File: src/hdl/led_prog_defs.svh
`ifndef LED_PROG_DEFS_SVH
`define LED_PROG_DEFS_SVH

// widths of the level code, burst counter, millivolt output and run timer
`define LEVEL_W 4
`define CNT_W 5
`define MV_W 10
`define TIMER_W 24

// number of level states and the saturation point of the burst counter
`define LEVEL_STATES 5'h10

// reference clock rate in MHz (period 5 ns)
`define REF_CLK_MHZ 200

// latch hold time and shutdown low time in microseconds
`define LATCH_HOLD_US 500
`define SHUTDOWN_LOW_US 1000

// feedback reference table, in millivolts
`define FB_LO_BASE_MV 10'h064
`define FB_HI_BASE_MV 10'h12C
`define FB_STEP_MV 10'h014
`define FB_SPAN_MV 10'h12C
`define FB_MAX_MV 10'h258

// level code after power-up or disable: table default and the alternative reading
`define TABLE_DEFAULT_CODE 4'h0
`define TEXT_DEFAULT_CODE 4'hF

`endif

File: src/hdl/led_prog_pkg.sv
package led_prog_pkg;

	// link state, Gray coded along off -> burst -> hold
	typedef enum logic [1:0]
	{
		ST_OFF = 2'b00,
		ST_BURST = 2'b01,
		ST_HOLD = 2'b11
	} link_state_t;

	// four-bit level code, edge count minus one
	typedef logic [3:0] level_code_t;

	// feedback reference expressed in millivolts
	typedef logic [9:0] millivolt_t;

endpackage : led_prog_pkg

File: src/hdl/level_to_millivolts.sv
`timescale 1ns/1ps
`default_nettype none
`include "led_prog_defs.svh"

module level_to_millivolts
#(
	parameter bit DESCENDING = 1'b0
)
(
	// level code and range select
	input wire led_prog_pkg::level_code_t code,
	input wire logic range_hi,
	// resulting feedback reference
	output logic [9:0] mv
);
	import led_prog_pkg::*;

	// step offset of this code above the range base
	logic [9:0] step_off;
	// base of the selected range
	logic [9:0] base;

	assign step_off = `FB_STEP_MV * {6'h00, code};
	assign base = range_hi ? `FB_HI_BASE_MV : `FB_LO_BASE_MV;

	// linear table, rising or falling by variant
	always_comb
	begin
		if (DESCENDING)
			mv = base + `FB_SPAN_MV - step_off;
		else
			mv = base + step_off;
	end

endmodule : level_to_millivolts
`default_nettype wire

File: src/hdl/pulse_count_led_level_prog.sv
`timescale 1ns/1ps
`default_nettype none
`include "led_prog_defs.svh"

module pulse_count_led_level_prog
#(
	// variant: 0 ascending table, 1 descending table
	parameter bit DESCENDING = 1'b0,
	// 1 takes the code F default reading (0.6 V / 0.4 V on the ascending table) instead of the table default
	parameter bit TEXT_DEFAULT = 1'b0,
	// latch hold and shutdown low times in clock cycles
	parameter int LATCH_CYCLES = `LATCH_HOLD_US * `REF_CLK_MHZ,
	parameter int SHUTDOWN_CYCLES = `SHUTDOWN_LOW_US * `REF_CLK_MHZ
)
(
	// clock and reset
	input wire logic REF_CLK,
	input wire logic RESET_N,
	// pins from the host
	input wire logic EN_SET,
	input wire logic RANGE_SEL,
	// programmed result
	output led_prog_pkg::millivolt_t FEEDBACK_REFERENCE_MV,
	output led_prog_pkg::level_code_t LEVEL_CODE,
	output logic DEVICE_ENABLED
);
	import led_prog_pkg::*;

	// default level code for this variant
	function automatic level_code_t default_code(input bit text_rd);
		default_code = text_rd ? `TEXT_DEFAULT_CODE : `TABLE_DEFAULT_CODE;
	endfunction : default_code

	// both pins arrive from outside, gathered for the synchroniser loop
	logic [1:0] pin_in;
	// filtered levels of the pins
	logic en_lvl;
	logic sel_lvl;
	// agreed edges of the enable/set line
	logic en_rise;
	logic en_fall;
	// link state
	link_state_t state;
	// edges counted in the current burst
	logic [4:0] burst_cnt;
	// committed level code
	level_code_t level;
	// cycles since the enable/set level last changed
	logic [23:0] run;
	// latch and shutdown events
	logic latch_now;
	logic shutdown_now;
	// both range values of the current level
	millivolt_t mv_lo;
	millivolt_t mv_hi;
	// feedback output register
	millivolt_t fb_mv;

	assign pin_in = {RANGE_SEL, EN_SET};

	// three-stage synchronisers; a level counts once stages two and three agree
	genvar g;
	for (g = 0; g < 2; g++)
	begin : g_sync
		logic s1;
		logic s2;
		logic s3;
		logic lvl;
		always_ff @(posedge REF_CLK)
		begin
			if (!RESET_N)
			begin
				s1 <= 1'b0;
				s2 <= 1'b0;
				s3 <= 1'b0;
				lvl <= 1'b0;
			end
			else
			begin
				s1 <= pin_in[g];
				s2 <= s1;
				s3 <= s2;
				if (s2 == s3)
					lvl <= s3;
			end
		end
	end

	assign en_lvl = g_sync[0].lvl;
	assign sel_lvl = g_sync[1].lvl;
	// 1MHz pulses last 100 cycles, far above the 3-cycle delay from pin change to agreed edge
	assign en_rise = !en_lvl && g_sync[0].s2 && g_sync[0].s3;
	assign en_fall = en_lvl && !g_sync[0].s2 && !g_sync[0].s3;

	// timer restarts on every agreed edge and sticks at its top
	always_ff @(posedge REF_CLK)
	begin
		if (!RESET_N)
			run <= 24'h000000;
		else if (en_rise || en_fall)
			run <= 24'h000000;
		else if (run != 24'hFFFFFF)
			run <= run + 24'h000001;
	end

	// host keeps the line high for the latch time to commit
	assign latch_now = (state == ST_BURST) && en_lvl && (run == 24'(LATCH_CYCLES - 1));
	// low longer than the shutdown time; shutdown must exceed latch
	assign shutdown_now = (state != ST_OFF) && !en_lvl && (run == 24'(SHUTDOWN_CYCLES - 1));

	// link state: any rising edge outside the shutdown cycle opens or extends a burst
	always_ff @(posedge REF_CLK)
	begin
		if (!RESET_N)
			state <= ST_OFF;
		else if (shutdown_now)
			state <= ST_OFF;
		else if (en_rise)
			state <= ST_BURST;
		else if (latch_now)
			state <= ST_HOLD;
	end

	// burst counter, first edge of a burst counts one, saturating at sixteen
	always_ff @(posedge REF_CLK)
	begin
		if (!RESET_N)
			burst_cnt <= 5'h00;
		else if (shutdown_now)
			burst_cnt <= 5'h00;
		else if (en_rise && state != ST_BURST)
			burst_cnt <= 5'h01;
		else if (en_rise && burst_cnt != `LEVEL_STATES)
			burst_cnt <= burst_cnt + 5'h01;
		// extra edges stay at the last state
	end

	// committed level: default on power-up and on disable, count minus one on latch
	always_ff @(posedge REF_CLK)
	begin
		if (!RESET_N)
			level <= default_code(TEXT_DEFAULT);
		else if (shutdown_now)
			level <= default_code(TEXT_DEFAULT);
		else if (latch_now)
			level <= 4'(burst_cnt - 5'h01);
	end

	// both ranges mapped so the range pin changes the output without reprogramming
	level_to_millivolts #(.DESCENDING(DESCENDING)) u_map_lo
	(
		.code(level),
		.range_hi(1'b0),
		.mv(mv_lo)
	);
	level_to_millivolts #(.DESCENDING(DESCENDING)) u_map_hi
	(
		.code(level),
		.range_hi(1'b1),
		.mv(mv_hi)
	);

	// registered reference; range pin selects the table half, ratio set by level
	always_ff @(posedge REF_CLK)
	begin
		if (!RESET_N)
			fb_mv <= 10'h000;
		else
			fb_mv <= sel_lvl ? mv_hi : mv_lo;
	end

	assign FEEDBACK_REFERENCE_MV = fb_mv;
	assign LEVEL_CODE = level;
	assign DEVICE_ENABLED = (state != ST_OFF);

	// counter never passes sixteen
	chk_count_saturates: assert property (@(posedge REF_CLK) disable iff (!RESET_N)
		burst_cnt <= `LEVEL_STATES)
		else $error("burst counter passed sixteen");

	// each edge within a burst below sixteen adds one
	chk_edge_counts: assert property (@(posedge REF_CLK) disable iff (!RESET_N)
		en_rise && state == ST_BURST && burst_cnt < `LEVEL_STATES && !shutdown_now
		|=> burst_cnt == $past(burst_cnt) + 5'h01)
		else $error("rising edge not counted");

	// latch stores count minus one and leaves the burst
	chk_latch_commit: assert property (@(posedge REF_CLK) disable iff (!RESET_N)
		latch_now && !en_fall |=> level == 4'($past(burst_cnt) - 5'h01) && state == ST_HOLD)
		else $error("latched level differs from count");

	// long low disables and restores the default
	chk_shutdown_default: assert property (@(posedge REF_CLK) disable iff (!RESET_N)
		shutdown_now |=> state == ST_OFF && level == default_code(TEXT_DEFAULT) && !DEVICE_ENABLED)
		else $error("shutdown did not restore default");

	// output matches the table once level and range held one edge; skips the edge after reset
	chk_fb_follows: assert property (@(posedge REF_CLK) disable iff (!RESET_N)
		$past(RESET_N) && $stable(level) && $stable(sel_lvl)
		|-> fb_mv == (sel_lvl ? `FB_HI_BASE_MV : `FB_LO_BASE_MV)
		+ (DESCENDING ? `FB_SPAN_MV - `FB_STEP_MV * {6'h00, level} : `FB_STEP_MV * {6'h00, level}))
		else $error("feedback output stale");

	// high range always 0.2 V above the low range
	chk_sel_raises: assert property (@(posedge REF_CLK) disable iff (!RESET_N)
		mv_hi == mv_lo + 10'h0C8)
		else $error("range select does not raise reference");

	// table bounds 0.1 V to 0.6 V in 20 mV steps
	chk_table_bounds: assert property (@(posedge REF_CLK) disable iff (!RESET_N)
		mv_lo >= `FB_LO_BASE_MV && mv_hi <= `FB_MAX_MV
		&& mv_lo == (DESCENDING ? 10'h190 - `FB_STEP_MV * {6'h00, level} : 10'h064 + `FB_STEP_MV * {6'h00, level}))
		else $error("reference outside table");

	// ratio 3.0x at the ascending table default, 1.5x at the descending one
	chk_default_ratio: assert property (@(posedge REF_CLK) disable iff (!RESET_N)
		level == `TABLE_DEFAULT_CODE
		|-> (DESCENDING ? (2 * mv_hi == 3 * mv_lo) : (mv_hi == 3 * mv_lo)))
		else $error("default range ratio wrong");

	// power-up begins disabled at the default level
	chk_reset_default: assert property (@(posedge REF_CLK)
		!RESET_N |=> level == default_code(TEXT_DEFAULT) && state == ST_OFF)
		else $error("reset did not load default level");

endmodule : pulse_count_led_level_prog
`default_nettype wire

File: config.mk
export PLATFORM = sky130hd
export DESIGN_NAME = pulse_count_led_level_prog
export DESIGN_NICKNAME = d
export VERILOG_FILES = /design/src/hdl/led_prog_pkg.sv /design/src/hdl/level_to_millivolts.sv /design/src/hdl/pulse_count_led_level_prog.sv
export VERILOG_INCLUDE_DIRS = /design/src /design/src/hdl
export SDC_FILE = /design/constraint.sdc
export NUM_CORES = 1
export LEC_CHECK = 0
export BUFFER_PORTS_ARGS = -buffer_cell sky130_fd_sc_hd__buf_2
export CELL_PAD_IN_SITES_DETAIL_PLACEMENT = 0
export CELL_PAD_IN_SITES_GLOBAL_PLACEMENT = 2
export CORE_ASPECT_RATIO = 1.5
export CORE_MARGIN = 10
export CORE_UTILIZATION = 37
export DETAILED_ROUTE_END_ITERATION = 8
export PLACE_DENSITY = 0.74
export SLEW_MARGIN = 30
export SYNTH_ARGS = -nofsm -noshare
export SYNTH_HDL_FRONTEND = slang
export SYNTH_SLANG_ARGS = --single-unit
export TNS_END_PERCENT = 100
File: constraint.sdc
create_clock -name REF_CLK -period 3.4 [get_ports REF_CLK]
set_clock_uncertainty 0.15 [all_clocks]
set_input_delay 0 -clock REF_CLK [delete_from_list [all_inputs] [get_ports REF_CLK]]
set_output_delay 0 -clock REF_CLK [all_outputs]
set_load 0.02 [all_outputs]
==> flow_summary_export.csv <==
group,metric,value,unit
run_status,status,"complete, no violations",
routing,dr.pass1.iters,4,
run,cap_viol_max_count,0,
min_path,min_to,"g_sync[0].s2",
sta,slew_violations,0,
die,die_h,121.1,um
sta,fmax,396.5,MHz
clocking,clk_path_buf_depth,2,
finish,instances_no_fill,377,
sta,min_period,2.522,ns
sta,rsz0062_at_grt,"false",
clocking,numCtsBuffers,5,
grt,grt_pass1_vias,2021,
sta,final.setup.tns,0,ns
clocking,cts_sinks,51,
sta,hold_viol,0,
synth,synth_top_cell_by_area,"dfxtp_1",
die,design.die.area,10580,um2
die,initial_core_util,38.32,%
place,dp_slack,0.8675,ns
finish,final_layout_size_suffix_gt1_share,11.96,%
routing,viasPerCell,5.324,
synth,yosys_most_used_dff,"dfxtp_1",
synth,async_flop_share,0,%
synth,synth_cell_types,49,
min_path,whs_path_depth,1,
power_and_ir_drop,p_int,0.7595,mW
clocking,htree_levels,2,
place,hpwlAfterDp,4352,um
finish,antenna_cells,0,
sta,finalSetupViolCount,0,
routing,ant_nets,0,
routing,route.vias.total,2007,
synth,synth_seq_cells,51,
min_path,hold_class,"flop to flop",
worst_setup_path,path_class,"flop to flop",
routing,met2_length,3034,um
synth,yosysTopAreaCellShare,40.52,%
worst_setup_path,path_max_fanout,7,
clocking,cts_tree,"done",
place,io_buffers,16,
power_and_ir_drop,switchingPower,0.2229,mW
synth,synth_area_per_cell,8.968,um2
min_path,worstHoldStart,"g_sync[0].s1",
worst_setup_path,r2r-start,"run[0]",
power_and_ir_drop,power_frac_seq,62.2,%
worst_setup_path,worstPathArrival,2.62,ns
sta,worstMarginPinSlew,0.7284,ns
finish,final_core_util,42.48,%
sta,fin_crit_sh,74.19,%
worst_setup_path,crit_chain,"ha_1, nand4_1, nor4_1, buf_4, nand2_1, a311o_1, nand2_1",
worst_setup_path,end_kind,"flop",
clocking,cts_resized,0,
die,num_io_pins,19,
clocking,clockRootBuffer,"clkbuf_8",
routing,top_layer_used,"met4",
worst_setup_path,required,3.50,ns
worst_setup_path,reg2reg_slack,0.88,ns
power_and_ir_drop,ir_drop,0.0001344,V
clocking,path_clk_slew,0.09,ns
routing,route.met3.wl,151,um
sta,hold-worst-slack,0.2911,ns
routing,drc,0,
die,die_x,87.38,um
routing,wl_per_cell,15.45,um
place,gp_congestion,0.8172,
routing,drt-met1-wl,2437,um
grt,grt_max_degree,20,
grt,antenna_found_initial,0,
routing,wl,5826,um
routing,drt_iter0_markers,108,
worst_setup_path,reg2reg_depth,7,
clocking,clk-insertion-delay-late,0.31,ns
synth,yosysWarnings,0,
power_and_ir_drop,power_frac_comb,4.1,%
synth,synth_area,2520,um2
grt,grtUsageTotal,11.41,%
worst_setup_path,critPathMaxStageDelay,0.65,ns
worst_setup_path,path_buf_inv,1,
die,rows,36,
worst_setup_path,timing.rr.end,"run[22]",
die,coreArea,6576,um2
finish,nets,319,
place,placedCellCount,366,
grt,grt_pass1_wl,9756,um
grt,grt_overflow,0,
finish,final_common_cell,"dfxtp_1",
power_and_ir_drop,leakage,1.072,nW
sta,max_slew_margin,51.04,%
power_and_ir_drop,switching_share,22.69,%
worst_setup_path,critical_path.top_delay_family,"simple AND/OR/NAND/NOR gates",
finish,most-common-layout-cells,"dfxtp_1, nor2_1, nand2_1",
finish,areaGrowthSynthToFinish,10.87,%
synth,synth_edf_count,0,
synth,syn_inst,281,
synth,seq_area_frac_synth,40.52,%
worst_setup_path,path_common_cell,"nand2_1",
finish,n_fill_cell,696,
power_and_ir_drop,power.density,351.6,nW/um2
synth,ys_top_cells_by_area,"dfxtp_1, xnor2_1, ha_1",
worst_setup_path,crit_slowest_cell,"nor4_1",
power_and_ir_drop,p_clk_share,33.7,%
worst_setup_path,crit_path_start_kind,"flop",
sta,fin_ws,0.8777,ns
## registers in the layout (all words and copies together) (netlist names)
| signal | count |
|---|---|
| en_lvl | 1 |
| g_sync.lvl | 1 |
| g_sync.s3 | 2 |
| g_sync.s1 | 2 |
| g_sync.s2 | 2 |
| FEEDBACK_REFERENCE_MV | 8 |
| LEVEL_CODE | 4 |
| burst_cnt | 5 |
| run | 24 |
| state | 2 |
## worst max-delay path by stage
stage	start	end	slack, ns	cells after the start
final	run[0]	run[22]	0.88	7
after CTS	LEVEL_CODE[1]	FEEDBACK_REFERENCE_MV[8]	0.85	8
after detailed placement	LEVEL_CODE[1]	FEEDBACK_REFERENCE_MV[8]	0.87	8
after global placement	LEVEL_CODE[1]	FEEDBACK_REFERENCE_MV[8]	0.92	8
after floorplan	LEVEL_CODE[1]	FEEDBACK_REFERENCE_MV[8]	0.87	8
after global routing	run[0]	run[22]	0.61	7
## power groups by stage
stage	logic (mW)	clock network (mW)	registers [mW]
after floorplan	0.0243	0	0.626
after global routing	0.0451	0.371	0.613
final	0.0402	0.331	0.611
after CTS	0.0412	0.344	0.611
after detailed placement	0.0368	0	0.625
after global placement	0.0364	0	0.625
## cell usage after synthesis, drive strengths merged (3+ instances only)
master,instances
dfxtp,51
nor2,34
nand2,20
xnor2,19
a21oi,17
nand4,16
and2,13
ha,11
nand3,10
xor2,10
nor4,9
o21ai,9
clkbuf,8
inv,8
a21boi,4
mux2i,4
buf,3
nor2b,3
## layout make-up
cell class	instances	area, um2	share of cell area, %
multi-input cells	212	1423	50.92
flip-flops and latches	51	1021	36.54
repair buffers	24	152.6	5.463
well taps	76	95.09	3.403
clock buffers	6	72.57	2.597
inverters	8	30.03	1.075
## per-layer routing
metal / GRT usage, % / vias to the layer above
met3: 2.487 / 15
li1: - / 1010
met4: 6.200 / 0
met1: 12.24 / 955
met5: 0 / -
met2: 19.94 / 27
## through the flow
step | instance area (um2) | power (mW)
2_1_floorplan | 2524 | 0.6506
3_3_place_gp | 2671 | 0.6615
3_5_place_dp | 2671 | 0.6620
4_1_cts | 2794 | 0.9964
5_1_grt | 2794 | 1.028
6_report | 2794 | 0.9824
## cell families after synthesis
logic type,count (synthesis),synth area share (%)
fa+ha+maj,13,7.051
other cells,1,0.1488
flops,51,40.52
simple gates,124,27.36
buf+inv,19,3.177
mux,5,2.036
compound gates,39,9.632
xor+xnor,29,10.08
## timing repair
item,in CTS,in global routing
buffers inserted,0,0
hold buffers,5,0
endpoints found under the hold margin,16,0
Note: power is estimated with default switching activity, not from simulation.
